### src/scs_pkg.sv
// shared constants and types of the serial configuration port
package scs_pkg;
  // ----------------------------------------
  // word and clock
  // ----------------------------------------
  localparam int WORD_W = 20;
  localparam int CLK_NS = 8;
  localparam int FILT_NS = 12;
  localparam int FILT_CYC = (FILT_NS + CLK_NS - 1) / CLK_NS;
  localparam int SCK_HALF_NS = 200;
  localparam int SCK_HALF_CYC = SCK_HALF_NS / CLK_NS;
  // ----------------------------------------
  // input filter bank: 0 sck, 1 sdi, 2 chip select, 3 driver enable
  // ----------------------------------------
  localparam int N_IN = 4;
  localparam int IN_SCK = 0;
  localparam int IN_SDI = 1;
  localparam int IN_CS = 2;
  localparam int IN_EN = 3;
  localparam logic [3:0] IN_RST = 4'hC;
  // ----------------------------------------
  // control word layout
  // ----------------------------------------
  localparam int N_RB_SEL = 4;
  localparam int CFG_TAG_LSB = 17;
  localparam logic [2:0] CFG_TAG = 3'h7;
  localparam int RB_SEL_LSB = 4;
  localparam logic [1:0] RB_SEL_RST = 2'h0;
  localparam logic [19:0] CTRL_RST = 20'h00000;
  // ----------------------------------------
  // master states
  // ----------------------------------------
  typedef enum logic [4:0] {
    ST_IDLE = 5'h01,
    ST_LOW  = 5'h02,
    ST_HIGH = 5'h04,
    ST_HOLD = 5'h08,
    ST_GAP  = 5'h10
  } scs_state_t;
endpackage

### src/scs_link_if.sv
// serial link wires between master and configuration port
`timescale 1ns/1ps
`default_nettype none
interface scs_link_if;
  logic sck;
  logic sdi;
  logic sdo;
  logic chip_select_low;
  logic driver_enable_low;
  modport dev (input sck, input sdi, input chip_select_low, input driver_enable_low, output sdo);
  modport host (output sck, output sdi, output chip_select_low, output driver_enable_low,
                input sdo);
endinterface
`default_nettype wire

### src/scs_dev.sv
// device end: oversampled serial configuration port
`timescale 1ns/1ps
`default_nettype none
module scs_dev #(
  parameter int W = scs_pkg::WORD_W
) (
  input wire logic CLK_SYS_I,
  input wire logic NRST_I,
  scs_link_if.dev LINK,
  input wire logic [scs_pkg::N_RB_SEL-1:0][W-1:0] STATUS_I,
  output logic [W-1:0] CTRL_O,
  output logic CTRL_STB_O,
  output logic [1:0] RB_SEL_O,
  output logic DRV_EN_O
);
  // ----------------------------------------
  // synchronisers and glitch filters
  // ----------------------------------------
  logic [scs_pkg::N_IN-1:0] pin_in;
  logic [scs_pkg::N_IN-1:0] s1_r;
  logic [scs_pkg::N_IN-1:0] s2_r;
  logic [scs_pkg::N_IN-1:0] filt_r;
  logic [3:0] fcnt_r [scs_pkg::N_IN];

  assign pin_in = {LINK.driver_enable_low, LINK.chip_select_low, LINK.sdi, LINK.sck};

  always_ff @(posedge CLK_SYS_I) begin
    if (!NRST_I) begin
      s1_r <= scs_pkg::IN_RST;
      s2_r <= scs_pkg::IN_RST;
    end else begin
      s1_r <= pin_in;
      s2_r <= s1_r;
    end
  end

  genvar gi;
  generate
    for (gi = 0; gi < scs_pkg::N_IN; gi++) begin : g_filt
      always_ff @(posedge CLK_SYS_I) begin
        if (!NRST_I) begin
          filt_r[gi] <= scs_pkg::IN_RST[gi];
          fcnt_r[gi] <= 4'h0;
        end else if (s2_r[gi] == filt_r[gi]) begin
          fcnt_r[gi] <= 4'h0;
        end else if (fcnt_r[gi] == 4'(scs_pkg::FILT_CYC - 1)) begin
          filt_r[gi] <= s2_r[gi];
          fcnt_r[gi] <= 4'h0;
        end else begin
          fcnt_r[gi] <= fcnt_r[gi] + 4'h1;
        end
      end
    end
  endgenerate

  // ----------------------------------------
  // edge detection
  // ----------------------------------------
  logic sck_d_r;
  logic cs_d_r;
  logic sck_rise;
  logic sck_fall;
  logic cs_fall;
  logic cs_rise;
  logic active;

  always_ff @(posedge CLK_SYS_I) begin
    if (!NRST_I) begin
      sck_d_r <= 1'b0;
      cs_d_r <= 1'b1;
    end else begin
      sck_d_r <= filt_r[scs_pkg::IN_SCK];
      cs_d_r <= filt_r[scs_pkg::IN_CS];
    end
  end

  assign active = ~filt_r[scs_pkg::IN_CS];
  assign sck_rise = filt_r[scs_pkg::IN_SCK] & ~sck_d_r & active;
  assign sck_fall = ~filt_r[scs_pkg::IN_SCK] & sck_d_r & active;
  assign cs_fall = ~filt_r[scs_pkg::IN_CS] & cs_d_r;
  assign cs_rise = filt_r[scs_pkg::IN_CS] & ~cs_d_r;

  // ----------------------------------------
  // shift register and serial out
  // ----------------------------------------
  logic [W-1:0] sr_r;
  logic sdo_r;
  logic [1:0] rb_sel_r;

  always_ff @(posedge CLK_SYS_I) begin
    if (!NRST_I) begin
      sr_r <= '0;
    end else if (cs_fall) begin
      sr_r <= STATUS_I[rb_sel_r];
    end else if (sck_rise) begin
      sr_r <= {sr_r[W-2:0], filt_r[scs_pkg::IN_SDI]};
    end
  end

  always_ff @(posedge CLK_SYS_I) begin
    if (!NRST_I) begin
      sdo_r <= 1'b0;
    end else if (cs_fall) begin
      sdo_r <= STATUS_I[rb_sel_r][W-1];
    end else if (sck_fall) begin
      sdo_r <= sr_r[W-1];
    end
  end

  assign LINK.sdo = sdo_r;

  // ----------------------------------------
  // control register latch
  // ----------------------------------------
  logic [W-1:0] ctrl_r;
  logic stb_r;
  logic drv_en_r;

  always_ff @(posedge CLK_SYS_I) begin
    if (!NRST_I) begin
      ctrl_r <= W'(scs_pkg::CTRL_RST);
      stb_r <= 1'b0;
    end else begin
      stb_r <= cs_rise;
      if (cs_rise) begin
        ctrl_r <= sr_r;
      end
    end
  end

  always_ff @(posedge CLK_SYS_I) begin
    if (!NRST_I) begin
      rb_sel_r <= scs_pkg::RB_SEL_RST;
    end else if (cs_rise && sr_r[scs_pkg::CFG_TAG_LSB +: 3] == scs_pkg::CFG_TAG) begin
      rb_sel_r <= sr_r[scs_pkg::RB_SEL_LSB +: 2];
    end
  end

  always_ff @(posedge CLK_SYS_I) begin
    if (!NRST_I) begin
      drv_en_r <= 1'b0;
    end else begin
      drv_en_r <= ~filt_r[scs_pkg::IN_EN];
    end
  end

  assign CTRL_O = ctrl_r;
  assign CTRL_STB_O = stb_r;
  assign RB_SEL_O = rb_sel_r;
  assign DRV_EN_O = drv_en_r;
endmodule // scs_dev
`default_nettype wire

### src/flat_wrapper.sv
// flat-port wrapper written by rule: the top's interface ports become plain ports
module scs_dev_flat 
#(
  parameter int W = scs_pkg::WORD_W
)
  (CLK_SYS_I, NRST_I, STATUS_I, CTRL_O, CTRL_STB_O, RB_SEL_O, DRV_EN_O, LINK_sck, LINK_sdi, LINK_chip_select_low, LINK_driver_enable_low, LINK_sdo);
  scs_link_if LINK_i ();
  input wire logic CLK_SYS_I;
  input wire logic NRST_I;
  input wire logic [scs_pkg::N_RB_SEL-1:0][W-1:0] STATUS_I;
  output logic [W-1:0] CTRL_O;
  output logic CTRL_STB_O;
  output logic [1:0] RB_SEL_O;
  output logic DRV_EN_O;
  input wire logic [$bits(LINK_i.sck)-1:0] LINK_sck;
  input wire logic [$bits(LINK_i.sdi)-1:0] LINK_sdi;
  input wire logic [$bits(LINK_i.chip_select_low)-1:0] LINK_chip_select_low;
  input wire logic [$bits(LINK_i.driver_enable_low)-1:0] LINK_driver_enable_low;
  output wire logic [$bits(LINK_i.sdo)-1:0] LINK_sdo;
  assign LINK_i.sck = LINK_sck;
  assign LINK_i.sdi = LINK_sdi;
  assign LINK_i.chip_select_low = LINK_chip_select_low;
  assign LINK_i.driver_enable_low = LINK_driver_enable_low;
  assign LINK_sdo = LINK_i.sdo;
  scs_dev #(.W(W)) u_core (.CLK_SYS_I(CLK_SYS_I), .NRST_I(NRST_I), .LINK(LINK_i), .STATUS_I(STATUS_I), .CTRL_O(CTRL_O), .CTRL_STB_O(CTRL_STB_O), .RB_SEL_O(RB_SEL_O), .DRV_EN_O(DRV_EN_O));
endmodule
### config.mk
export PLATFORM = sky130hd
export DESIGN_NAME = scs_dev_flat
export DESIGN_NICKNAME = d
export VERILOG_FILES = /design/src/scs_pkg.sv /design/src/scs_link_if.sv /design/src/scs_dev.sv /design/src/flat_wrapper.sv
export SDC_FILE = /design/constraint.sdc
export NUM_CORES = 1
export LEC_CHECK = 0
export BUFFER_PORTS_ARGS = -buffer_cell sky130_fd_sc_hd__buf_2
export CAP_MARGIN = 40
export CORE_MARGIN = 3
export CORE_UTILIZATION = 55
export DETAILED_ROUTE_END_ITERATION = 7
export PLACE_DENSITY = 0.94
export SYNTH_ARGS = -nofsm -noshare
export SYNTH_HDL_FRONTEND = slang
export SYNTH_SLANG_ARGS = --single-unit
export TNS_END_PERCENT = 1
### constraint.sdc
create_clock -name CLK_SYS_I -period 4 [get_ports CLK_SYS_I]
set_clock_uncertainty 0.05 [all_clocks]
set_input_delay 0 -clock CLK_SYS_I [delete_from_list [all_inputs] [get_ports CLK_SYS_I]]
set_output_delay 0 -clock CLK_SYS_I [all_outputs]
set_load 0.01 [all_outputs]
==> run_results.csv, run 1 <==
group,metric,value,unit
global_route,grt_use_total,26.5,%
logic_synthesis,yosysWarningCount,0,
clock_network,clk_latency,0.34,ns
logic_synthesis,synth.top_cell.area_share,33.9,%
sta,final-max-slew-violation-count,0,
cells_and_area,final_layout_size_suffix_gt1_share,28.0,%
cells_and_area,area_delta_synth_final,34.9,%
clock_network,cts_num_sinks,75,
worst_setup_path,critical_path_arrival,2.37,ns
logic_synthesis,syn_inst,317,
cells_and_area,regArea,0.00166,mm2
die,start_util,57.8,%
die,pin_count,111,
logic_synthesis,synthFlopType,"dfxtp_1",
worst_setup_path,end_kind,"flip-flop",
clock_network,cts_buffers,9,
clock_network,cts_tree,"done",
cells_and_area,nets,568,
placed_design,dp_hpwl,5560,um
die,fp.dieArea,0.00733,mm2
global_route,first_global_vias,3255,
detailed_routing,drt_iter0_markers,285,
clock_network,path_clk_slew,0.07,ns
worst_setup_path,critPathMaxFanout,29,
detailed_routing,routedWlPerCell,16.6,um
cells_and_area,stdcell_count,554,
power,ir_drop,208,uV
sta,setup_violations,0,
cells_and_area,multi_input_area,0.00174,mm2
placed_design,port_buffers,110,
global_route,grt_overflow,0,
die,core,0.00603,mm2
logic_synthesis,synth_area_leaders,"dfxtp_1 34%, edfxtp_1 14%, mux2i_1 13%, a221o_1 5.7%, a22o_1 4.8%",
worst_setup_path,start_kind,"flip-flop",
logic_synthesis,ys_types,38,
clock_network,cts_resized,0,
die,dieWidth,85.6,um
logic_synthesis,ys_seq_area_share,47.7,%
clock_network,postCtsSetupRepairBufs,0,
placed_design,dp.cells,498,
logic_synthesis,async_reset_ff_share,0,%
logic_synthesis,synth-edff-count,16,
sta,fin_setup_tns,0,ns
logic_synthesis,synthTopCellsByCount,"59 x dfxtp_1, 44 x mux2i_1, 40 x nor2_1, 20 x a221o_1",
power,p_per_area,314,mW/mm2
global_route,grt_max_degree,37,
detailed_routing,drc,0,
die,die_y,85.6,um
cells_and_area,fillCellCount,372,
sta,max-slew-margin-rel,47.2,%
sta,finalCritPeriodShare,54.7,%
sta,worst_slew_pin_slew,0.792,ns
worst_setup_path,rrSetupSlack,1.81,ns
logic_synthesis,syn-cell-area,0.00349,mm2
worst_hold_path,hold_class,"in -> reg",
detailed_routing,wl,9210,um
die,rows,28,
logic_synthesis,ys_ff_latch,75,
sta,layout_setup_ws,1.81,ns
logic_synthesis,synth_largest_area_cell,"dfxtp_1",
placed_design,gp_congestion,0.794,
clock_network,htree_levels,3,
sta,hold_viol,0,
sta,rsz0062_at_grt,"false",
global_route,antenna_found_initial,0,
outcome,status,"finished, final reports clean",
sta,max_freq,457,MHz
worst_setup_path,crit_type,"reg -> reg",
detailed_routing,viasPerCell,5.64,
run,cap_violations,0,
placed_design,pre_cts_ws,2.08,ns
detailed_routing,dr_total_vias,3122,
cells_and_area,antennaDiodeCount,0,
logic_synthesis,synth.avg_cell_area,11.0,um2
detailed_routing,postRouteAntennaNets,0,
clock_network,root_buffer,"clkbuf_8",
detailed_routing,first_pass_iters,4,
power,p_leak,1.97,nW
sta,min_period,2.19,ns
clock_network,cts_buffer_depth,2,
worst_setup_path,required,4.18,ns
logic_synthesis,yosysMostFrequentCell,"dfxtp_1",
global_route,grt_pass1_wl,15300,um
## metal layers
metal | routed length, um | track usage (%) | up-vias
met5 | 0 | 0 | -
met4 | 166 | 12.2 | 0
met3 | 760 | 5.76 | 16
met2 | 4740 | 47.2 | 149
met1 | 3540 | 30.3 | 1478
li1 | - | - | 1479
## logic make-up (layout without fill, tap and decap cells)
| family | count (synthesis) | in the layout | synth area share (%) |
|---|---|---|---|
| simple gates | 80 | 80 | 11.8 |
| flops | 75 | 75 | 47.7 |
| compound gates | 68 | 68 | 17.7 |
| mux | 44 | 44 | 12.6 |
| buf+inv | 29 | 176 | 4.20 |
| xor+xnor | 12 | 12 | 3.02 |
| fa+ha+maj | 8 | 8 | 2.87 |
| other cells | 1 | 16 | 0.108 |
## through the flow
stage	instance area (um2)	total power, mW	util, %	hold WS [ns]
6_report	4700	1.48	78.0	0.00434
5_1_grt	4700	1.54	78.0	0.0106
4_1_cts	4700	1.48	78.0	0.0120
3_5_place_dp	4110	0.909	68.2	0.145
3_3_place_gp	4090	0.905	67.9	0.145
2_1_floorplan	3540	0.860	-	0.0515
## worst max-delay path, cell delays in order, from the launching register on
cell,delay [ns]
dfxtp_2,0.61
buf_12,0.28
mux2i_1,0.22
dlygate4sd3_1,0.58
nor2_1,0.04
a221o_1,0.28
## worst paths after layout
kind | from | endpoint | depth (start not counted)
setup / recovery | u_core.RB_SEL_O[0] | u_core.sr_r[9] | 5
hold / removal | STATUS_I[64] | u_core.sr_r[4] | 4
setup reg to reg | u_core.RB_SEL_O[0] | u_core.sr_r[9] | 5
hold reg to reg | u_core.s1_r[2] | u_core.s2_r[2] | 1
## area by class of cell
| type | instances | area share [%] |
|---|---|---|
| Inverter | 7 | 0.559 |
| Clock inverter | 1 | 0.106 |
| Tap cell | 75 | 2.00 |
| Multi-Input combinational cell | 228 | 37.0 |
| Timing Repair Buffer | 153 | 21.0 |
| Sequential cell | 75 | 35.4 |
| Clock buffer | 15 | 3.99 |
## state kept, by name, summed over array words and instances (netlist names)
signal,flops
u_core.CTRL_O,20
u_core.CTRL_STB_O,1
u_core.DRV_EN_O,1
u_core.LINK.sdo,1
u_core.RB_SEL_O,2
u_core.cs_d_r,1
u_core.fcnt_r,16
u_core.filt_r,4
u_core.s1_r,4
u_core.s2_r,4
u_core.sck_d_r,1
u_core.sr_r,20
## layout by cell type (no fill, tap or decap), types with 11 or more instances in the layout
master and instances:
a221o_1 20, edfxtp_1 16, dlygate4sd3_1 40, a22o_1 19, nor2_1 40, dfxtp_1 58, conb_1 16, buf_2 110
o2bb2ai_1 19, mux2i_1 44, clkbuf_8 11
## where the power goes
group          internal (mW)  switching, mW  total [mW]  leakage (nW)
Clock                  0.297          0.252       0.549        0.0989
Combinational         0.0770         0.0553       0.132          1.22
Sequential             0.785         0.0108       0.796         0.643
Total                   1.16          0.318        1.48          1.97
## timing repair
item,4_1_cts,5_1_grt
endpoints found under the setup margin,0,0
endpoints found under the hold margin,22,0
hold buffers,40,0
No activity file was read; power rests on OpenSTA's default activity.
==> run 2: changes to the inputs <==
CORE_UTILIZATION = 51   (was 55)
PLACE_DENSITY = 0.89   (was 0.94)
clock period = 2.05 ns   (was 4 ns; I/O delays follow)
==> run_results.csv, run 2 (same netlist as run 1, synthesis figures left out) <==
group,metric,value,unit
clock_network,root_buffer,"clkbuf_8",
clock_network,path_clk_slew,0.08,ns
detailed_routing,viasPerCell,5.49,
cells_and_area,mostFrequentLayoutCells,"110 x buf_2, 58 x dfxtp_1, 44 x mux2i_1",
global_route,grt_max_degree,24,
sta,finalCritPeriodShare,95.8,%
clock_network,cts_buffer_depth,2,
worst_setup_path,required,2.23,ns
die,core,0.00649,mm2
sta,max-slew-margin-rel,58.7,%
global_route,grt_use_total,22.7,%
power,ir_drop,378,uV
detailed_routing,wl_met2,4200,um
die,dieWidth,88.7,um
detailed_routing,dr_total_vias,3047,
power,report.power.total,3.06,mW
clock_network,cts_num_sinks,75,
die,start_util,53.7,%
detailed_routing,wl_met3,700,um
detailed_routing,wl,8580,um
detailed_routing,drt-met1-wl,3480,um
cells_and_area,nets,567,
sta,hold_viol,0,
placed_design,port_buffers,110,
worst_setup_path,cpLargestDelayFamily,"buffers and inverters",
worst_setup_path,crit_chain,"buf_4 > mux2i_1 > dlygate4sd3_1 > nor2_1 > a221o_1",
worst_setup_path,crit_buf_inv,2,
clock_network,cts_buffers,9,
cells_and_area,area_delta_synth_final,35.5,%
die,rows,29,
sta,min_period,1.96,ns
sta,max_freq,509,MHz
worst_setup_path,critPathMaxFanout,23,
sta,fin_setup_tns,0,ns
cells_and_area,fillCellCount,452,
run,cap_violations,0,
cells_and_area,final_layout_size_suffix_gt1_share,29.3,%
die,die_y,88.7,um
cells_and_area,antennaDiodeCount,0,
worst_setup_path,start_kind,"flip-flop",
clock_network,htree_levels,3,
placed_design,gp_congestion,0.757,
worst_hold_path,hold_class,"in -> reg",
worst_setup_path,crit_type,"reg -> reg",
power,p_leak,1.98,nW
detailed_routing,first_pass_iters,5,
die,fp.dieArea,0.00786,mm2
detailed_routing,drc,0,
detailed_routing,routedWlPerCell,15.5,um
detailed_routing,postRouteAntennaNets,0,
clock_network,postCtsSetupRepairBufs,0,
worst_setup_path,max_stage_delay,0.58,ns
worst_setup_path,end_kind,"flip-flop",
cells_and_area,utilization,72.7,%
power,p_per_area,647,mW/mm2
die,pin_count,111,
placed_design,dp_hpwl,5910,um
global_route,first_global_vias,2999,
worst_setup_path,slowest_stage,"dlygate4sd3_1",
sta,final-max-slew-violation-count,0,
sta,setup_violations,0,
detailed_routing,drt_iter0_markers,225,
sta,worst_slew_pin_slew,0.619,ns
global_route,grt_pass1_wl,13700,um
clock_network,clk_latency,0.34,ns
global_route,grt_overflow,0,
cells_and_area,final_common_cell,"buf_2",
worst_setup_path,critical_path_arrival,2.15,ns
outcome,status,"finished, final reports clean",
global_route,antenna_found_initial,0,
detailed_routing,routed.top_layer,"met4",
sta,rsz0062_at_grt,"false",
clock_network,cts_resized,0,
clock_network,cts_tree,"done",
run 2: cell count changes in the layout (fill, tap and decap cells not counted), sizes merged:
cell / before / now
clkinv: 1 / 3
dlygate4sd3: 40 / 36
bufinv: 0 / 1
buf: 113 / 116
clkbuf: 15 / 11
clkinvlp: 0 / 1
run 2: power by group:
part,switching (mW),internal [mW]
Clock,0.545,0.708
Sequential,0.0199,1.53
Combinational,0.106,0.147
Total,0.671,2.39
run 2: layout make-up:
type                    count  area (um2)  share of cell area (%)
clock buffers              11         174                    3.68
clock inverters             5        56.3                    1.19
inverters                   7        26.3                   0.556
flip-flops and latches     75        1660                    35.2
well taps                  77        96.3                    2.04
repair buffers            152         968                    20.5
multi-input cells         228        1740                    36.8
run 2: per-layer routing:
layer / track usage [%] / vias to the layer above
met3: 5.59 / 21
met4: 9.62 / 0
met1: 27.2 / 1399
li1: - / 1480
met2: 38.9 / 147
met5: 0 / -
run 2: per-stage QoR:
step,instance area (um2),cells,setup WS (ns),hold WS [ns]
global route,4720,555,0.00442,0.00926
detailed placement,4130,503,0.275,0.135
finish,4720,555,0.0852,0.0112
global placement,4130,503,0.394,0.133
floorplan,3540,332,0.475,0.0515
CTS,4720,555,0.122,0.0000222
run 2: path summary, 6_finish.rpt:
check / start / to / slack [ns] / depth (start not counted)
worst max-delay path: u_core.RB_SEL_O[0] / u_core.sr_r[18] / 0.09 / 5
worst max register to register: u_core.RB_SEL_O[0] / u_core.sr_r[18] / 0.09 / 5
worst min register to register: u_core.s1_r[3] / u_core.s2_r[3] / 0.36 / 1
worst min-delay path: STATUS_I[46] / u_core.sr_r[6] / 0.01 / 4
run 2: worst reg2reg max path, delay by kind of cell (launching register included):
family | cells | cell delay, ns
flip-flops | 1 | 0.33
AND/OR/NAND/NOR | 1 | 0.05
multiplexers | 1 | 0.26
buffers and inverters | 2 | 0.91
AO/OA/AOI/OAI | 1 | 0.27
run 2: what timing repair did:
action | in CTS | in global routing
endpoints found under the setup margin | 0 | 0
endpoints found under the hold margin | 20 | 0
hold buffers | 36 | 0
==> run 3: changes to the inputs <==
clock period = 1.9 ns   (was 2.05 ns; I/O delays follow)
==> run_results.csv, run 3 (same netlist as run 1, synthesis figures left out) <==
group,metric,value,unit
power,p_comb_share,9.3,%
clock_network,clk_latency,0.35,ns
placed_design,port_buffers,110,
cells_and_area,fin_area,0.00481,mm2
worst_setup_path,end_kind,"flip-flop",
worst_setup_path,crit_start,"u_core.RB_SEL_O[0]",
sta,setup_violations,0,
clock_network,cts_tree,"done",
worst_hold_path,hold_class,"in -> reg",
sta,worst_slew_pin_slew,0.621,ns
placed_design,placed_area,0.00415,mm2
power,power.switching,711,uW
die,rows,29,
power,switching_share,22.8,%
clock_network,path_clk_slew,0.07,ns
worst_setup_path,start_kind,"flip-flop",
cells_and_area,final_layout_size_suffix_gt1_share,28.8,%
placed_design,pre_cts_ws,0.260,ns
cells_and_area,area_delta_synth_final,38.1,%
power,pwr-share-seq,53.6,%
die,start_util,53.7,%
sta,max_freq,557,MHz
detailed_routing,routedWlPerCell,17.3,um
cells_and_area,fillCellCount,425,
detailed_routing,wl,9810,um
worst_setup_path,critical_path_arrival,1.98,ns
worst_setup_path,r2r-start,"u_core.RB_SEL_O[0]",
worst_hold_path,whs_endpoint,"u_core.sr_r[4]",
detailed_routing,dr_total_vias,3230,
global_route,antenna_found_initial,0,
worst_setup_path,crit_type,"reg -> reg",
die,fp.dieArea,0.00786,mm2
power,ir_drop,447,uV
sta,max-slew-margin-rel,58.5,%
cells_and_area,mostFrequentLayoutCells,"110 x buf_2, 58 x dfxtp_1, 44 x mux2i_1",
worst_setup_path,rrSetupSlack,0.10,ns
outcome,status,"finished, final reports clean",
global_route,first_global_vias,3194,
global_route,grt_overflow,0,
sta,fin_setup_tns,0,ns
global_route,grt_use_total,24.1,%
sta,rsz0062_at_grt,"false",
detailed_routing,first_pass_iters,5,
sta,hold_viol,0,
cells_and_area,final_common_cell,"buf_2",
worst_setup_path,r2r_end,"u_core.sr_r[16]",
sta,finalCritPeriodShare,94.5,%
die,core,0.00649,mm2
power,clkPwrFrac,37.1,%
power,p_per_area,648,mW/mm2
sta,layout_setup_ws,0.104,ns
worst_setup_path,critPathMaxFanout,11,
detailed_routing,viasPerCell,5.71,
worst_setup_path,worst_r2r_path_depth,5,
power,p_leak,2.01,nW
sta,min_period,1.80,ns
placed_design,gp_congestion,0.798,
clock_network,cts_buffer_depth,2,
placed_design,dp_hpwl,5750,um
global_route,grt_pass1_wl,14600,um
worst_hold_path,hold-path-cell-count,4,
cells_and_area,multi_input_area,0.00174,mm2
clock_network,htree_levels,3,
cells_and_area,regArea,0.00167,mm2
die,dieWidth,88.7,um
detailed_routing,drt_iter0_markers,313,
clock_network,postCtsSetupRepairBufs,0,
cells_and_area,antennaDiodeCount,0,
global_route,grt_max_degree,42,
power,internal_power,2.41,mW
clock_network,root_buffer,"clkbuf_8",
detailed_routing,drc,0,
worst_hold_path,hold_start,"STATUS_I[44]",
sta,final-max-slew-violation-count,0,
cells_and_area,nets,578,
run,cap_violations,0,
worst_setup_path,required,2.09,ns
die,die_y,88.7,um
die,pin_count,111,
clock_network,cts_buffers,9,
detailed_routing,postRouteAntennaNets,0,
sta,timing.hold.ws,0.0172,ns
clock_network,cts_num_sinks,75,
-- run 3: worst max path at each step --
| stage | endpoint | slack (ns) | cells after the start |
|---|---|---|---|
| after floorplan | u_core.sr_r[19] | 0.33 | 5 |
| final | u_core.sr_r[16] | 0.10 | 5 |
| after global routing | u_core.sr_r[16] | 0.02 | 5 |
| after detailed placement | u_core.sr_r[15] | 0.26 | 4 |
| after global placement | u_core.sr_r[8] | 0.32 | 4 |
| after CTS | u_core.sr_r[1] | 0.03 | 5 |
-- run 3: power by group through the flow --
stage,registers [mW],clock network [mW],logic (mW)
6_report,1.67,1.16,0.289
5_1_grt,1.67,1.23,0.317
4_1_cts,1.67,1.17,0.278
3_5_place_dp,1.71,0,0.210
3_3_place_gp,1.71,0,0.202
2_1_floorplan,1.70,0,0.106
-- run 3: metrics by stage --
| step | utilization [%] | cells | power, mW |
|---|---|---|---|
| finish | 74.1 | 566 | 3.12 |
| global route | 74.1 | 566 | 3.23 |
| CTS | 73.3 | 564 | 3.12 |
| detailed placement | 63.9 | 505 | 1.92 |
| global placement | 63.9 | 505 | 1.91 |
| floorplan | - | 332 | 1.81 |
-- run 3: timing repair --
| action | CTS | global route |
|---|---|---|
| hold buffers | 43 | 0 |
| endpoints found under the setup margin | 0 | 6 |
| gates resized for setup | 0 | 1 |
| hold endpoints to repair | 27 | 0 |
-- run 3: final cells by class --
cell class                 instances  share of cell area (%)
inverter                           7                   0.546
clock buffer                       9                    2.57
tap                               77                    2.00
timing repair buffer             163                    22.9
sequential                        75                    34.6
clock inverter                     7                    1.22
multi-input combinational        228                    36.1
-- run 3: layer usage --
metal | vias up | track usage, % | part of all wire (%)
met5 | - | 0 | 0
met4 | 0 | 9.62 | 2.4
met3 | 27 | 5.59 | 7.1
met2 | 166 | 42.8 | 50
met1 | 1535 | 27.8 | 40
li1 | 1502 | - | -
-- run 3: critical path, cell delays in order (launching register included) --
cell and delay, ns:
dfxtp_4 0.40, buf_12 0.17, mux2i_1 0.19, dlygate4sd3_1 0.56, nor2_1 0.04, a221o_1 0.27
